File: src/design/subtract_with_borrow_op_swap_tas_pkg.sv
// Package with types and constants for the three-instruction execute unit.
package subtract_with_borrow_op_swap_tas_pkg;

    localparam int         WORD_W      = 16;
    localparam int         BYTE_W      = 8;
    localparam int         TAS_BIT     = 7;
    localparam int         FLAG_N      = 3;
    localparam int         FLAG_Z      = 2;
    localparam int         FLAG_V      = 1;
    localparam int         FLAG_C      = 0;
    localparam logic [3:0] FLAGS_RST   = 4'h0;
    localparam logic [15:0] WORD_RST   = 16'h0000;

    typedef enum logic [1:0] {
        OP_SUBTRACT_WITH_BORROW_OP = 2'h0,
        OP_SWAP = 2'h1,
        OP_TAS  = 2'h2
    } op_t;

    typedef enum logic [3:0] {
        ST_IDLE  = 4'h1,
        ST_READ  = 4'h2,
        ST_WRITE = 4'h4,
        ST_DONE  = 4'h8
    } tas_state_t;

    typedef struct packed {
        logic [15:0] data;
        logic        byte_sz;
    } operand_t;

    typedef struct packed {
        logic n;
        logic z;
        logic v;
        logic c;
    } flags_t;

endpackage : subtract_with_borrow_op_swap_tas_pkg

File: src/design/subtract_with_borrow_op_borrow_sub.sv
// Combinational subtract with borrow at byte or word width.
`timescale 1ns/1ps
module subtract_with_borrow_op_borrow_sub
    import subtract_with_borrow_op_swap_tas_pkg::*;
(
    // Operands
    input  wire logic [15:0] minuend,
    input  wire logic [15:0] subtrahend,
    input  wire logic        borrow_in,
    input  wire logic        byte_sz,
    // Result
    output logic      [15:0] diff,
    output flags_t           flags
);
    logic [16:0] wide;
    logic [8:0]  narrow;

    always_comb begin
        wide   = {1'b0, minuend} - {1'b0, subtrahend} - {16'h0000, borrow_in};
        narrow = {1'b0, minuend[7:0]} - {1'b0, subtrahend[7:0]}
                 - {8'h00, borrow_in};
        if (byte_sz) begin
            // Upper byte of the destination is kept in byte mode.
            diff    = {minuend[15:8], narrow[7:0]};
            flags.n = narrow[7];
            flags.z = (narrow[7:0] == 8'h00);
            flags.v = (minuend[7] != subtrahend[7])
                      && (narrow[7] != minuend[7]);
            flags.c = narrow[8];
        end else begin
            diff    = wide[15:0];
            flags.n = wide[15];
            flags.z = (wide[15:0] == 16'h0000);
            flags.v = (minuend[15] != subtrahend[15])
                      && (wide[15] != minuend[15]);
            flags.c = wide[16];
        end
    end
endmodule : subtract_with_borrow_op_borrow_sub

File: src/design/subtract_with_borrow_op_swap_tas_execute.sv
// Execute unit for subtract with borrow, byte swap and test-and-set.
`timescale 1ns/1ps
//
// Contract
// - Subtract writes destination minus source minus carry to the destination.
// - Subtract sets N and Z from the result, V on overflow and C on borrow.
// - Byte swap exchanges the high and low bytes of the destination.
// - Byte swap sets N and Z from the result, clears V and keeps C.
// - Test-and-set sets N and Z from the byte operand before modification.
// - Test-and-set always clears V and C.
// - Test-and-set writes a one into bit 7 of its byte operand.
// - Memory test-and-set locks bus, blocks interrupts, defers read faults.
module subtract_with_borrow_op_swap_tas_execute
    import subtract_with_borrow_op_swap_tas_pkg::*;
(
    // Clock and reset
    input  wire logic        CLK,
    input  wire logic        RST_N,
    // Operation request
    input  wire logic        START,
    input  wire op_t         OP,
    input  wire operand_t    DST,
    input  wire operand_t    SRC,
    input  wire logic        TAS_MEM,
    input  wire flags_t      FLAGS_IN,
    // Memory side of test-and-set
    input  wire logic        MEM_ACK,
    input  wire logic [7:0]  MEM_RDATA,
    input  wire logic        MEM_ERR,
    // Results
    output logic [15:0]      RESULT,
    output flags_t           FLAGS_OUT,
    output logic             DONE,
    output logic             MEM_RD,
    output logic             MEM_WR,
    output logic [7:0]       MEM_WDATA,
    output logic             BUS_LOCK,
    output logic             IRQ_BLOCK,
    output logic             EXC_PEND
);
    tas_state_t  state_ff;
    tas_state_t  nxt_state;
    logic [15:0] sub_diff;
    flags_t      sub_flags;
    logic        err_ff;
    logic [7:0]  rd_byte_ff;

    subtract_with_borrow_op_borrow_sub u_sub (
        .minuend    (DST.data),
        .subtrahend (SRC.data),
        .borrow_in  (FLAGS_IN.c),
        .byte_sz    (DST.byte_sz),
        .diff       (sub_diff),
        .flags      (sub_flags)
    );

    wire logic start_mem = START && (OP == OP_TAS) && TAS_MEM
                           && (state_ff == ST_IDLE);

    always_comb begin
        nxt_state = state_ff;
        case (state_ff)
            ST_IDLE:  if (start_mem) nxt_state = ST_READ;
            ST_READ:  if (MEM_ACK) nxt_state = ST_WRITE;
            ST_WRITE: if (MEM_ACK) nxt_state = ST_DONE;
            ST_DONE:  nxt_state = ST_IDLE;
            default:  nxt_state = ST_IDLE;
        endcase
    end

    always_ff @(posedge CLK or negedge RST_N) begin
        if (!RST_N) begin
            state_ff <= ST_IDLE;
        end else begin
            state_ff <= nxt_state;
        end
    end

    // Memory control: read, then write with bit 7 set, lock held between.
    always_ff @(posedge CLK or negedge RST_N) begin
        if (!RST_N) begin
            MEM_RD     <= 1'b0;
            MEM_WR     <= 1'b0;
            MEM_WDATA  <= 8'h00;
            BUS_LOCK   <= 1'b0;
            IRQ_BLOCK  <= 1'b0;
            rd_byte_ff <= 8'h00;
        end else begin
            case (state_ff)
                ST_IDLE: begin
                    MEM_RD    <= start_mem;
                    BUS_LOCK  <= start_mem;
                    IRQ_BLOCK <= start_mem;
                end
                ST_READ: if (MEM_ACK) begin
                    MEM_RD     <= 1'b0;
                    MEM_WR     <= 1'b1;
                    rd_byte_ff <= MEM_RDATA;
                    MEM_WDATA  <= MEM_RDATA | 8'h80;
                end
                ST_WRITE: if (MEM_ACK) begin
                    MEM_WR    <= 1'b0;
                    BUS_LOCK  <= 1'b0;
                    IRQ_BLOCK <= 1'b0;
                end
                default: begin
                    MEM_RD <= 1'b0;
                    MEM_WR <= 1'b0;
                end
            endcase
        end
    end

    // A read-cycle exception is held until the write has finished.
    always_ff @(posedge CLK or negedge RST_N) begin
        if (!RST_N) begin
            err_ff   <= 1'b0;
            EXC_PEND <= 1'b0;
        end else begin
            EXC_PEND <= 1'b0;
            if (state_ff == ST_READ && MEM_ACK && MEM_ERR) begin
                err_ff <= 1'b1;
            end else if (state_ff == ST_DONE) begin
                err_ff   <= 1'b0;
                EXC_PEND <= err_ff;
            end
        end
    end

    // Result and flag write-back.
    always_ff @(posedge CLK or negedge RST_N) begin
        if (!RST_N) begin
            RESULT    <= WORD_RST;
            FLAGS_OUT <= FLAGS_RST;
            DONE      <= 1'b0;
        end else begin
            DONE <= 1'b0;
            if (state_ff == ST_DONE) begin
                RESULT      <= {8'h00, rd_byte_ff | 8'h80};
                FLAGS_OUT.n <= rd_byte_ff[TAS_BIT];
                FLAGS_OUT.z <= (rd_byte_ff == 8'h00);
                FLAGS_OUT.v <= 1'b0;
                FLAGS_OUT.c <= 1'b0;
                DONE        <= 1'b1;
            end else if (START && state_ff == ST_IDLE) begin
                case (OP)
                    OP_SUBTRACT_WITH_BORROW_OP: begin
                        RESULT    <= sub_diff;
                        FLAGS_OUT <= sub_flags;
                        DONE      <= 1'b1;
                    end
                    OP_SWAP: begin
                        RESULT      <= {DST.data[7:0], DST.data[15:8]};
                        FLAGS_OUT.n <= DST.data[7];
                        FLAGS_OUT.z <= (DST.data == 16'h0000);
                        FLAGS_OUT.v <= 1'b0;
                        FLAGS_OUT.c <= FLAGS_IN.c;
                        DONE        <= 1'b1;
                    end
                    OP_TAS: if (!TAS_MEM) begin
                        RESULT      <= {DST.data[15:8],
                                        DST.data[7:0] | 8'h80};
                        FLAGS_OUT.n <= DST.data[TAS_BIT];
                        FLAGS_OUT.z <= (DST.data[7:0] == 8'h00);
                        FLAGS_OUT.v <= 1'b0;
                        FLAGS_OUT.c <= 1'b0;
                        DONE        <= 1'b1;
                    end
                    default: DONE <= 1'b0;
                endcase
            end
        end
    end

    a_swap_bytes: assert property (@(posedge CLK) disable iff (!RST_N)
        START && state_ff == ST_IDLE && OP == OP_SWAP
        |=> RESULT == {$past(DST.data[7:0]), $past(DST.data[15:8])})
        else $error("swap result wrong");
    a_swap_flags: assert property (@(posedge CLK) disable iff (!RST_N)
        START && state_ff == ST_IDLE && OP == OP_SWAP
        |=> !FLAGS_OUT.v && FLAGS_OUT.c == $past(FLAGS_IN.c))
        else $error("swap flags wrong");
    a_subtract_with_borrow_op_value: assert property (@(posedge CLK) disable iff (!RST_N)
        START && state_ff == ST_IDLE && OP == OP_SUBTRACT_WITH_BORROW_OP && !DST.byte_sz
        |=> RESULT == 16'($past(DST.data) - $past(SRC.data)
                          - 16'($past(FLAGS_IN.c))))
        else $error("subtract result wrong");
    a_subtract_with_borrow_op_zero: assert property (@(posedge CLK) disable iff (!RST_N)
        START && state_ff == ST_IDLE && OP == OP_SUBTRACT_WITH_BORROW_OP && !DST.byte_sz
        |=> FLAGS_OUT.z == (RESULT == 16'h0000))
        else $error("subtract zero flag wrong");
    a_subtract_with_borrow_op_byte: assert property (@(posedge CLK) disable iff (!RST_N)
        START && state_ff == ST_IDLE && OP == OP_SUBTRACT_WITH_BORROW_OP && DST.byte_sz
        |=> FLAGS_OUT.n == RESULT[7]
            && RESULT[15:8] == $past(DST.data[15:8]))
        else $error("byte subtract wrong");
    a_tas_clear: assert property (@(posedge CLK) disable iff (!RST_N)
        state_ff == ST_DONE |=> DONE && !FLAGS_OUT.v && !FLAGS_OUT.c)
        else $error("tas did not clear V and C");
    a_tas_setbit: assert property (@(posedge CLK) disable iff (!RST_N)
        MEM_WR |-> MEM_WDATA[7])
        else $error("tas write lacks bit 7");
    a_tas_test: assert property (@(posedge CLK) disable iff (!RST_N)
        state_ff == ST_READ && MEM_ACK
        ##1 state_ff == ST_WRITE && MEM_ACK
        |=> ##1 FLAGS_OUT.n == $past(rd_byte_ff[7], 2))
        else $error("tas negative flag wrong");
    a_lock_held: assert property (@(posedge CLK) disable iff (!RST_N)
        MEM_RD ##1 MEM_WR |-> BUS_LOCK && IRQ_BLOCK)
        else $error("lock dropped inside rmw");
    a_exc_defer: assert property (@(posedge CLK) disable iff (!RST_N)
        EXC_PEND |-> !MEM_RD && !MEM_WR && $past(state_ff) == ST_DONE)
        else $error("exception not deferred");

    c_subtract_with_borrow_op: cover property (@(posedge CLK) START && OP == OP_SUBTRACT_WITH_BORROW_OP);
    c_swap: cover property (@(posedge CLK) START && OP == OP_SWAP);
    c_tas_mem: cover property (@(posedge CLK) MEM_RD ##[1:8] MEM_WR);
    c_exc: cover property (@(posedge CLK) EXC_PEND);
endmodule : subtract_with_borrow_op_swap_tas_execute

File: config.mk
export PLATFORM = sky130hd
export DESIGN_NAME = subtract_with_borrow_op_swap_tas_execute
export DESIGN_NICKNAME = d
export VERILOG_FILES = /design/src/design/subtract_with_borrow_op_swap_tas_pkg.sv /design/src/design/subtract_with_borrow_op_borrow_sub.sv /design/src/design/subtract_with_borrow_op_swap_tas_execute.sv
export SDC_FILE = /design/constraint.sdc
export NUM_CORES = 1
export LEC_CHECK = 0
export BUFFER_PORTS_ARGS = -buffer_cell sky130_fd_sc_hd__buf_2
export CORE_AREA = 4 4 80 157
export CTS_BUF_LIST = sky130_fd_sc_hd__clkbuf_8
export DETAILED_ROUTE_END_ITERATION = 10
export DIE_AREA = 0 0 84 161
export HOLD_SLACK_MARGIN = 0.05
export SLEW_MARGIN = 20
export SYNTH_ARGS = -nofsm -noshare
export SYNTH_HDL_FRONTEND = slang
export SYNTH_SLANG_ARGS = --single-unit
export TNS_END_PERCENT = 10
File: constraint.sdc
create_clock -name CLK -period 1.85 [get_ports CLK]
set_input_delay 0.0925 -clock CLK [delete_from_list [all_inputs] [get_ports CLK]]
set_output_delay 0.0925 -clock CLK [all_outputs]
set_load 0.02 [all_outputs]
After elaboration in Yosys (flattened, before gate mapping)
Index checks and enable logic that the tools add are counted.
Storage, ports and cells
  bits in registers: 46
  memories: 0
  latch bits: 0
  RAM bits: 0
  output and inout bits: 34
  memory bits (read-only): 0
  word-level logic and storage cells: 86
Operators by class
  divide/modulo/power cells: 0
  $add $sub $neg: 4
  shifts and indexed selects: 0
  reduce and logical (&&, ||, !) cells: 25
  bitwise gates (word level): 2
  $mul: 0
  equality and inequality tests: 14
  mux-type cells: 27
  $lt $le $gt $ge: 0
Operator list (number)
  2-to-1 mux 16 bit: 4
  one-hot mux 16 bit (3 select lines): 1
  zero test 16 bit: 2
  2-to-1 mux 4 bit: 7
  zero test 8 bit: 3
  one-hot mux 4 bit (3 select lines): 2
  subtractor 16 x 16 -> 17 bit: 1
  subtractor 17 x 1 -> 17 bit: 1
  2-to-1 mux 1 bit: 9
  AND reduction 3 bit: 3
  subtractor 8 x 8 -> 9 bit: 1
  subtractor 9 x 1 -> 9 bit: 1
  logical AND 1 bit: 8
  inequality test 2 bit (second input constant): 3
  one-hot mux 1 bit (3 select lines): 2
  AND reduction 2 bit: 3
  nonzero test 2 bit: 3
  equality test 4 x 1 -> 1 bit (second input constant): 1
  equality test 4 x 2 -> 1 bit (second input constant): 1
  equality test 4 x 3 -> 1 bit (second input constant): 1
  equality test 4 bit (second input constant): 1
  inequality test 1 bit: 4
  one-hot mux 1 bit (2 select lines): 2
  nonzero test 4 bit: 1
  other kinds (6): 7

Logic depth before layout (Yosys ltp)
Gate-level depths: netlist of run 1.
  depth after elaboration: 8
  depth in mapped cells: 12
  gate-level depth less buffers: 11

Hierarchy
Synthesis of run 1 repeated with hierarchy kept, for this count alone.
Unflattened totals
  cells, all modules: 456
  area total of the unflattened synthesis: 3709.8 µm²
Modules (own cells, without submodules)
  subtract_with_borrow_op_swap_tas_execute: area each 2163.3 µm², times used 1, cells each 229
  subtract_with_borrow_op_borrow_sub: area each 1546.5 µm², times used 1, cells each 227

Least setup slack after synthesis of run 1
No wires, ideal clock.
  path type: input-to-reg
  from: input SRC[1] in the netlist's numbering
  to: register RESULT[14]
  path slack: -946 ps
  data arrival time: 2666 ps
  stages on the path: 10
  required time: 1720 ps
  cell sequence: inv_1 -> fa_1 -> fa_1 -> nand2b_1 -> a2111o_1 -> a32o_1 -> o41ai_2 -> xnor2_1 -> a222oi_1 -> o21ai_1
Between the ends
  longest elaborated chain between the ends: 6
RTL lines
  start, declared: RTL line subtract_with_borrow_op_swap_tas_execute.sv:23  | input wire operand_t SRC,
  subtractor 16 x 16 -> 17 bit: RTL line subtract_with_borrow_op_borrow_sub.sv:19  | wide = {1'b0, minuend} - {1'b0, subtrahend} - {16'h0000, borrow_in};
  subtractor 17 x 1 -> 17 bit: RTL line subtract_with_borrow_op_borrow_sub.sv:19
  2-to-1 mux 16 bit: RTL line subtract_with_borrow_op_borrow_sub.sv:22  | if (byte_sz) begin
  one-hot mux 16 bit (3 select lines): RTL line subtract_with_borrow_op_swap_tas_execute.sv:146  | case (OP)
  2-to-1 mux 16 bit: RTL line subtract_with_borrow_op_swap_tas_execute.sv:145  | end else if (START && state_ff == ST_IDLE) begin
  2-to-1 mux 16 bit: RTL line subtract_with_borrow_op_swap_tas_execute.sv:138  | if (state_ff == ST_DONE) begin
  end signal, assigned: RTL line subtract_with_borrow_op_swap_tas_execute.sv:139  | RESULT <= {8'h00, rd_byte_ff | 8'h80};
  end signal, assigned: RTL line subtract_with_borrow_op_swap_tas_execute.sv:148  | RESULT <= sub_diff;
  end signal, assigned: RTL line subtract_with_borrow_op_swap_tas_execute.sv:153  | RESULT <= {DST.data[7:0], DST.data[15:8]};
  end, declared: RTL line subtract_with_borrow_op_swap_tas_execute.sv:31  | output logic [15:0] RESULT,
Every way passes these cells. The select of a mux whose other input is x is not followed.
A chain may end at the register's enable or synchronous reset.

Final worst setup path of run 1
  from: input DST[1] in the netlist's numbering
  to: register RESULT[14]
Between the ends
  longest elaborated chain between the ends: 6
RTL lines
  start, declared: RTL line subtract_with_borrow_op_swap_tas_execute.sv:22  | input wire operand_t DST,
  subtractor 16 x 16 -> 17 bit: RTL line subtract_with_borrow_op_borrow_sub.sv:19
  subtractor 17 x 1 -> 17 bit: RTL line subtract_with_borrow_op_borrow_sub.sv:19
  2-to-1 mux 16 bit: RTL line subtract_with_borrow_op_borrow_sub.sv:22
  one-hot mux 16 bit (3 select lines): RTL line subtract_with_borrow_op_swap_tas_execute.sv:146
  2-to-1 mux 16 bit: RTL line subtract_with_borrow_op_swap_tas_execute.sv:145
  2-to-1 mux 16 bit: RTL line subtract_with_borrow_op_swap_tas_execute.sv:138
Every way passes these cells. The select of a mux whose other input is x is not followed.

==> impl_metrics.sql, run 1 <==
INSERT INTO impl_metrics (metric_group, metric, value, unit) VALUES
('outcome', 'outcome', 'finished with violations', ''),
('outcome', 'violated_checks', 'setup timing', ''),
('routing', 'via_count', '3901', ''),
('placement', 'pre_cts_slack', '-1.06', 'ns'),
('routing', 'route.final.wire_length', '12400', 'um'),
('cells_and_area', 'diodes', '0', ''),
('cells_and_area', 'most_common_cell_after_layout_fill_and_taps_aside', 'sky130_fd_sc_hd__buf_4', ''),
('sta', 'slew_headroom', '0.663', ''),
('logic_synthesis', 'synth_fp_nets', '523', ''),
('global_route', 'grt_pass1_wl', '19800', 'um'),
('sta', 'period_minus_slack', '2.56', 'ns'),
('placement', 'numPlacedInstances', '734', ''),
('clock_tree', 'insertion_delay', '0.30', 'ns'),
('power_and_ir_drop', 'switching_power', '0.00146', 'W'),
('logic_synthesis', 'synth_cell_types', '65', ''),
('placement', 'place.detailed.hpwl', '10500', 'um'),
('logic_synthesis', 'synth.ff_latch_count', '39', ''),
('logic_synthesis', 'largest_family_of_logic_cells_by_synthesized_area', 'compound AO/OA/AOI/OAI gates', ''),
('sta', 'setup_ws', '-0.711', 'ns'),
('logic_synthesis', 'ys_dominant_reg_cell', 'sky130_fd_sc_hd__dfrtp_1', ''),
('die', 'io_pins', '88', ''),
('sta', 'timing.fmax', '0.390', 'GHz'),
('cells_and_area', 'final.fill_count', '1165', ''),
('clock_tree', 'ctsRootBufferMaster', 'sky130_fd_sc_hd__clkbuf_8', ''),
('logic_synthesis', 'post_synth_inst_count', '433', ''),
('placement', 'port_buffers', '83', ''),
('logic_synthesis', 'post_synth_edffs', '0', ''),
('logic_synthesis', 'asyncSetResetFlopFracSynth', '1.00', ''),
('die', 'coreArea', '11300', 'um2'),
('power_and_ir_drop', 'power.combinational.fraction', '0.548', ''),
('cells_and_area', 'final_cell_count_without_fillers', '753', ''),
('clock_tree', 'cts.path.max_buffers', '2', ''),
('logic_synthesis', 'seq_area_frac_synth', '0.274', ''),
('setup_path', 'critPathRequiredTime', '2.04', 'ns'),
('flow_run', 'max-cap-violations', '0', ''),
('power_and_ir_drop', 'power_density', '706', 'nW/um2'),
('sta', 'setup_viol', '17', ''),
('die', 'initial_core_util', '0.316', ''),
('cells_and_area', 'area_growth_syn_to_layout', '44.6', '%'),
('sta', 'worst_clock_skew', '0.00836', 'ns'),
('logic_synthesis', 'avgSynthCellArea', '8.25', 'um2'),
('logic_synthesis', 'synthXorXnorAreaFrac', '0.0308', ''),
('cells_and_area', 'proportion_of_layout_cells_with_a_drive_suffix_above_1', '0.391', ''),
('routing', 'drcViolationCount', '0', ''),
('power_and_ir_drop', 'power.share.switching', '0.400', ''),
('placement', 'gp_congestion', '0.877', ''),
('power_and_ir_drop', 'irDropWorstVdd', '0.394', 'mV'),
('setup_path', 'worst_setup_path_end_kind', 'flip-flop', ''),
('routing', 'wl_per_cell', '16.4', 'um'),
('logic_synthesis', 'synth.mux.area_fraction', '0.0340', ''),
('setup_path', 'arrival', '2.75', 'ns'),
('power_and_ir_drop', 'power_frac_clock', '0.162', ''),
('die', 'floorplan.die.width', '84', 'um'),
('global_route', 'overflow', '0', ''),
('sta', 'final-max-slew-violation-count', '0', ''),
('global_route', 'first_global_vias', '4174', ''),
('logic_synthesis', 'yosys.area_share.simple', '0.192', ''),
('setup_path', 'timing_worst_setup_path_type', 'input port to flip-flop', ''),
('sta', 'hold_violations', '0', ''),
('clock_tree', 'h-tree-depth', '2', ''),
('worst_hold_path', 'holdCritPathClass', 'input port to flip-flop', ''),
('power_and_ir_drop', 'leakagePower', '2.72', 'nW'),
('routing', 'drt.antenna.violating_nets', '0', ''),
('cells_and_area', 'final_nets', '700', ''),
('cells_and_area', 'post_layout_instance_area', '5160', 'um2'),
('clock_tree', 'cts_tree', 'done', ''),
('routing', 'detail_route.vias_per_cell', '5.18', ''),
('routing', 'drt-pass1-iter-count', '7', ''),
('placement', 'post_dp_cell_area', '4840', 'um2'),
('global_route', 'grt_start_max_net_pins', '40', ''),
('routing', 'iteration_0_drc_markers', '141', '');
-- cell families after synthesis --
group	Yosys count
AND/OR/NAND/NOR	134
AO/OA/AOI/OAI	120
buffers and inverters	82
XOR/XNOR	11
adder cells (fa/ha/maj)	36
flip-flops	39
multiplexers	11
-- sequential cells by signal, indices dropped and copies added (netlist names) --
register and cells:
MEM_WDATA 8, err_ff 1, state_ff 4, MEM_RD 1
EXC_PEND 1, DONE 1, RESULT 16, FLAGS_OUT 4
IRQ_BLOCK 1, MEM_WR 1, rd_byte_ff 1
-- layer usage --
layer	share of wire	routed length [um]	GRT usage
met2	0.58	7200	0.372
met4	0.053	655	0.107
met3	0.027	328	0.0133
met5	0	0	0
met1	0.34	4180	0.168
-- worst max-delay path, cell delays in order --
cell and delay, ns:
sky130_fd_sc_hd__buf_8 0.10, sky130_fd_sc_hd__fa_2 0.40, sky130_fd_sc_hd__fa_2 0.37, sky130_fd_sc_hd__nand2b_4 0.15, sky130_fd_sc_hd__a2111o_1 0.53, sky130_fd_sc_hd__a32o_2 0.32, sky130_fd_sc_hd__o41ai_4 0.23, sky130_fd_sc_hd__xnor2_1 0.12
sky130_fd_sc_hd__a222oi_1 0.32, sky130_fd_sc_hd__o21ai_1 0.11
-- through the flow --
step / power, W / util
after floorplan: 0.00206 / -
after global placement: 0.00294 / 0.429
after detailed placement: 0.00296 / 0.429
after CTS: 0.00363 / 0.450
after global routing: 0.00390 / 0.457
final: 0.00365 / 0.457
-- path summary, 6_finish.rpt --
kind / endpoint / slack [ns] / cells after the start / startpoint
max: RESULT[14]$_DFFE_PN0P_ / -0.71 / 10 / DST[1]
min: state_ff[3]$_DFFE_PN0P_ / 0.14 / 2 / MEM_ACK
max reg2reg: FLAGS_OUT[0]$_DFFE_PN0P_ / 0.03 / 8 / state_ff[1]$_DFFE_PN0P_
min reg2reg: MEM_WDATA[7]$_DFFE_PN0P_ / 0.47 / 1 / MEM_WDATA[7]$_DFFE_PN0P_
max in group asynchronous: MEM_WDATA[2]$_DFFE_PN0P_ / 1.12 / 3 / RST_N
min in group asynchronous: IRQ_BLOCK$_DFFE_PN0P_ / 0.37 / 3 / RST_N
-- cells in the mapped netlist, types with 9 or more instances --
cell / count / area, um2
sky130_fd_sc_hd__mux2_2: 9 / 101
sky130_fd_sc_hd__nand3_1: 21 / 105
sky130_fd_sc_hd__o21ai_0: 23 / 115
sky130_fd_sc_hd__nor2_1: 25 / 93.8
sky130_fd_sc_hd__a21oi_1: 18 / 90.1
sky130_fd_sc_hd__inv_1: 52 / 195
sky130_fd_sc_hd__and3_1: 9 / 56.3
sky130_fd_sc_hd__xnor2_1: 9 / 78.8
sky130_fd_sc_hd__ha_1: 34 / 425
sky130_fd_sc_hd__dfrtp_1: 38 / 951
sky130_fd_sc_hd__nand2_1: 31 / 116
sky130_fd_sc_hd__clkbuf_1: 19 / 71.3
-- power by group through the flow --
stage	sequential [W]	combinational [W]	clock [W]
finish	0.00106	0.00200	0.000590
global route	0.00107	0.00218	0.000645
CTS	0.00106	0.00196	0.000610
detailed placement	0.00107	0.00189	0
global placement	0.00107	0.00187	0
floorplan	0.00121	0.000842	0
-- cell type report --
class	instances	area [um2]	share of cell area
Inverter	52	195	0.0378
Clock buffer	5	68.8	0.0133
Clock inverter	3	20.0	0.00388
Tap cell	142	178	0.0344
Multi-Input combinational cell	312	2370	0.459
Sequential cell	39	977	0.189
Timing Repair Buffer	200	1350	0.262
-- repair_timing --
action	CTS	global route
gates cloned	0	0
gates resized for setup	23	19
endpoints found under the setup margin	17	18
hold buffers	10	0
endpoints found under the hold margin	47	0
setup buffers	0	1
pin swaps	6	4
No activity file was read; power rests on OpenSTA's default activity.
==> run 2: changes to the inputs <==
--- a/config.mk
+++ b/config.mk
@@ -6,13 +6,14 @@
 export NUM_CORES = 1
 export LEC_CHECK = 0
 export BUFFER_PORTS_ARGS = -buffer_cell sky130_fd_sc_hd__buf_2
-export CORE_AREA = 4 4 80 157
+export CORE_AREA = 4 4 82 160
 export CTS_BUF_LIST = sky130_fd_sc_hd__clkbuf_8
 export DETAILED_ROUTE_END_ITERATION = 10
-export DIE_AREA = 0 0 84 161
+export DIE_AREA = 0 0 86 164
 export HOLD_SLACK_MARGIN = 0.05
 export SLEW_MARGIN = 20
 export SYNTH_ARGS = -nofsm -noshare
 export SYNTH_HDL_FRONTEND = slang
+export SYNTH_HIERARCHICAL = 1
 export SYNTH_SLANG_ARGS = --single-unit
 export TNS_END_PERCENT = 10
==> impl_metrics.sql, run 2 <==
INSERT INTO impl_metrics (metric_group, metric, value, unit) VALUES
('setup_path', 'worst_path_largest_cell_delay', '0.58', 'ns'),
('setup_path', 'critPathLaunchType', 'input port', ''),
('logic_synthesis', 'ys_dominant_reg_cell', 'sky130_fd_sc_hd__dfrtp_1', ''),
('placement', 'port_buffers', '83', ''),
('setup_path', 'worst_path_max_delay_cell', 'sky130_fd_sc_hd__fa_2', ''),
('power_and_ir_drop', 'p_seq_frac', '0.276', ''),
('global_route', 'grt_antenna_before_repair', '0', ''),
('outcome', 'violated_checks', 'setup timing', ''),
('global_route', 'grt_start_max_net_pins', '40', ''),
('die', 'initial_core_util', '0.313', ''),
('routing', 'drt-pass1-iter-count', '5', ''),
('cells_and_area', 'final_nets', '713', ''),
('sta', 'period_minus_slack', '2.74', 'ns'),
('routing', 'wl_per_cell', '16.4', 'um'),
('logic_synthesis', 'post_synth_most_frequent_cells', 'sky130_fd_sc_hd__inv_1, sky130_fd_sc_hd__nor2_1, sky130_fd_sc_hd__dfrtp_1', ''),
('die', 'floorplan.die.width', '86', 'um'),
('clock_tree', 'tritoncts.num_buffers', '5', ''),
('flow_run', 'max-cap-violations', '0', ''),
('clock_tree', 'cts.path.max_buffers', '2', ''),
('sta', 'setup_viol', '16', ''),
('logic_synthesis', 'synth.most_common_cell', 'sky130_fd_sc_hd__inv_1', ''),
('sta', 'setup_ws', '-0.889', 'ns'),
('setup_path', 'critPathRequiredTime', '2.08', 'ns'),
('sta', 'worst_clock_skew', '0.00590', 'ns'),
('logic_synthesis', 'synth_cell_types', '69', ''),
('worst_hold_path', 'holdCritPathClass', 'input port to flip-flop', ''),
('routing', 'drt.antenna.violating_nets', '0', ''),
('power_and_ir_drop', 'power_frac_clock', '0.192', ''),
('sta', 'final_min_period_over_clock_period', '1.48', ''),
('global_route', 'grt_pass1_wl', '20100', 'um'),
('placement', 'gp_congestion', '0.962', ''),
('clock_tree', 'insertion_delay', '0.29', 'ns'),
('cells_and_area', 'area_growth_syn_to_layout', '42.4', '%'),
('die', 'dieArea', '14100', 'um2'),
('routing', 'iteration_0_drc_markers', '111', ''),
('cells_and_area', 'largest_register_ffs', '16', ''),
('global_route', 'overflow', '0', ''),
('placement', 'pre_cts_slack', '-1.13', 'ns'),
('outcome', 'outcome', 'finished with violations', ''),
('clock_tree', 'ctsRootBufferMaster', 'sky130_fd_sc_hd__clkbuf_8', ''),
('logic_synthesis', 'avgSynthCellArea', '8.14', 'um2'),
('die', 'io_pins', '88', ''),
('setup_path', 'critical_path_cell_by_cell', 'buf_8 > inv_4 > fa_2 > inv_2 > ha_4 > o21ai_4 > nand3b_1 > xor2_1 > or4_1 > or4_4 > nor3_4 > a221oi_2 > o21ai_1', ''),
('logic_synthesis', 'synth.ff_latch_count', '39', ''),
('logic_synthesis', 'ys.warnings.count', '6', ''),
('cells_and_area', 'diodes', '0', ''),
('cells_and_area', 'most_common_cell_after_layout_fill_and_taps_aside', 'sky130_fd_sc_hd__buf_4', ''),
('logic_synthesis', 'netlist.top_cell.by_area', 'sky130_fd_sc_hd__dfrtp_1', ''),
('routing', 'detail_route.vias_per_cell', '5.18', ''),
('clock_tree', 'clk_pin_slew_worst_paths', '0.08', 'ns'),
('logic_synthesis', 'asyncSetResetFlopFracSynth', '1.00', ''),
('setup_path', 'timing_worst_setup_path_type', 'input port to flip-flop', ''),
('setup_path', 'arrival', '2.96', 'ns'),
('sta', 'timing.fmax', '0.365', 'GHz'),
('die', 'die_h', '164', 'um'),
('cells_and_area', 'proportion_of_layout_cells_with_a_drive_suffix_above_1', '0.386', ''),
('setup_path', 'crit_fanout', '2', ''),
('power_and_ir_drop', 'intPower', '0.00239', 'W'),
('power_and_ir_drop', 'power.combinational.fraction', '0.532', ''),
('clock_tree', 'cts.sinks', '39', ''),
('die', 'coreArea', '11800', 'um2'),
('cells_and_area', 'largest_registers', 'RESULT (16), MEM_WDATA (8)', ''),
('power_and_ir_drop', 'irDropWorstVdd', '0.717', 'mV'),
('cells_and_area', 'max_flop_register', 'RESULT', ''),
('routing', 'drcViolationCount', '0', ''),
('logic_synthesis', 'synthTopCellsByArea', 'sky130_fd_sc_hd__dfrtp_1, sky130_fd_sc_hd__ha_1, sky130_fd_sc_hd__inv_1', ''),
('logic_synthesis', 'post_synth_inst_count', '456', ''),
('global_route', 'global_route_usage_over_all_layers', '0.181', ''),
('sta', 'slew_headroom', '0.407', ''),
('sta', 'worst-slew-pin-transition', '0.890', 'ns'),
('power_and_ir_drop', 'power.share.switching', '0.385', ''),
('logic_synthesis', 'post_synth_edffs', '0', ''),
('logic_synthesis', 'synth_top_area_share', '0.256', ''),
('placement', 'place.detailed.hpwl', '10800', 'um'),
('clock_tree', 'h-tree-depth', '2', ''),
('power_and_ir_drop', 'power_density', '735', 'nW/um2'),
('power_and_ir_drop', 'p_total', '0.00388', 'W'),
('logic_synthesis', 'seq_area_frac_synth', '0.263', ''),
('sta', 'hold_violations', '0', ''),
('cells_and_area', 'layout_common_cells', 'sky130_fd_sc_hd__buf_4, sky130_fd_sc_hd__buf_2, sky130_fd_sc_hd__inv_1', ''),
('die', 'core.rowCount', '56', ''),
('clock_tree', 'cts_tree', 'done', ''),
('sta', 'final-max-slew-violation-count', '0', ''),
('logic_synthesis', 'synth_fp_nets', '546', ''),
('routing', 'via_count', '3987', ''),
('routing', 'route.final.wire_length', '12600', 'um'),
('sta', 'setup_repair_after_global_routing_missed_its_margin', 'yes', ''),
('power_and_ir_drop', 'switching_power', '0.00149', 'W'),
('power_and_ir_drop', 'leakagePower', '2.61', 'nW'),
('setup_path', 'worst_setup_path_end_kind', 'flip-flop', ''),
('logic_synthesis', 'syn_area', '3710', 'um2'),
('global_route', 'first_global_vias', '4162', '');
-- run 2: stage by stage --
| step | hold WS [ns] | std cells | setup TNS [ns] | area [um2] | utilization |
|---|---|---|---|---|---|
| floorplan | -0.203 | 456 | -5.62 | 3770 | - |
| global placement | 0.250 | 749 | -12.19 | 4930 | 0.416 |
| detailed placement | 0.251 | 749 | -12.95 | 4930 | 0.416 |
| CTS | 0.0732 | 767 | -6.97 | 5170 | 0.436 |
| global route | 0.101 | 769 | -8.89 | 5280 | 0.446 |
| finish | 0.0862 | 769 | -6.63 | 5280 | 0.446 |
-- run 2: cell type report --
type / instances / area [um2]
Multi-Input combinational cell: 322 / 2480
Clock buffer: 6 / 82.6
Sequential cell: 39 / 977
Clock inverter: 2 / 35.0
Tap cell: 145 / 181
Timing Repair Buffer: 193 / 1280
Inverter: 62 / 243
Fill cell: 1144 / 6560
-- run 2: worst paths after layout --
kind                                     startpoint                  endpoint  slack (ns)  depth (start not counted)
setup / recovery                        FLAGS_IN[0]  FLAGS_OUT[2]$_DFFE_PN0P_       -0.89                         13
min in group asynchronous                     RST_N        MEM_WR$_DFFE_PN0P_        0.45                          2
hold reg to reg            MEM_WDATA[7]$_DFFE_PN0N_  MEM_WDATA[7]$_DFFE_PN0N_        0.49                          1
setup reg to reg            state_ff[0]$_DFFE_PN1P_  FLAGS_OUT[2]$_DFFE_PN0P_       -0.03                          4
max in group asynchronous                     RST_N        EXC_PEND$_DFF_PN0_        0.83                          2
hold / removal                              MEM_ACK   state_ff[3]$_DFFE_PN0P_        0.09                          3
-- run 2: power by group through the flow --
stage | Combinational [W] | Sequential, W | Clock [W]
finish | 0.00206 | 0.00107 | 0.000747
global route | 0.00226 | 0.00108 | 0.000792
floorplan | 0.000957 | 0.00122 | 0
CTS | 0.00199 | 0.00107 | 0.000767
global placement | 0.00192 | 0.00108 | 0
detailed placement | 0.00196 | 0.00109 | 0
-- run 2: logic make-up after synthesis --
family,after synthesis,synth area share
compound gates,117,0.227
xor+xnor,14,0.0331
fa+ha+maj,36,0.125
buf+inv,95,0.111
flops,39,0.263
mux,11,0.0334
simple gates,144,0.207
-- run 2: what timing repair did --
| action | 4_1_cts | 5_1_grt |
|---|---|---|
| buffers inserted | 0 | 2 |
| resized for setup | 5 | 25 |
| endpoints found under the hold margin | 47 | 0 |
| pin swaps | 2 | 15 |
| endpoints found under the setup margin | 16 | 19 |
| hold buffers | 10 | 0 |
-- run 2: metal layers --
layer	track usage	routed length (um)	share of wire	up-vias
li1	-	-	-	1959
met1	0.165	4130	0.33	1851
met2	0.363	7210	0.57	131
met3	0.0161	519	0.041	46
met4	0.114	751	0.060	0
met5	0	0	0	-
-- run 2: worst max-delay path, delay by kind of cell --
| kind | cells | cell delay, ns |
|---|---|---|
| AO/OA/AOI/OAI | 3 | 0.41 |
| XOR/XNOR | 1 | 0.18 |
| adder cells (fa/ha/maj) | 2 | 0.73 |
| buffers and inverters | 3 | 0.16 |
| AND/OR/NAND/NOR | 4 | 1.40 |
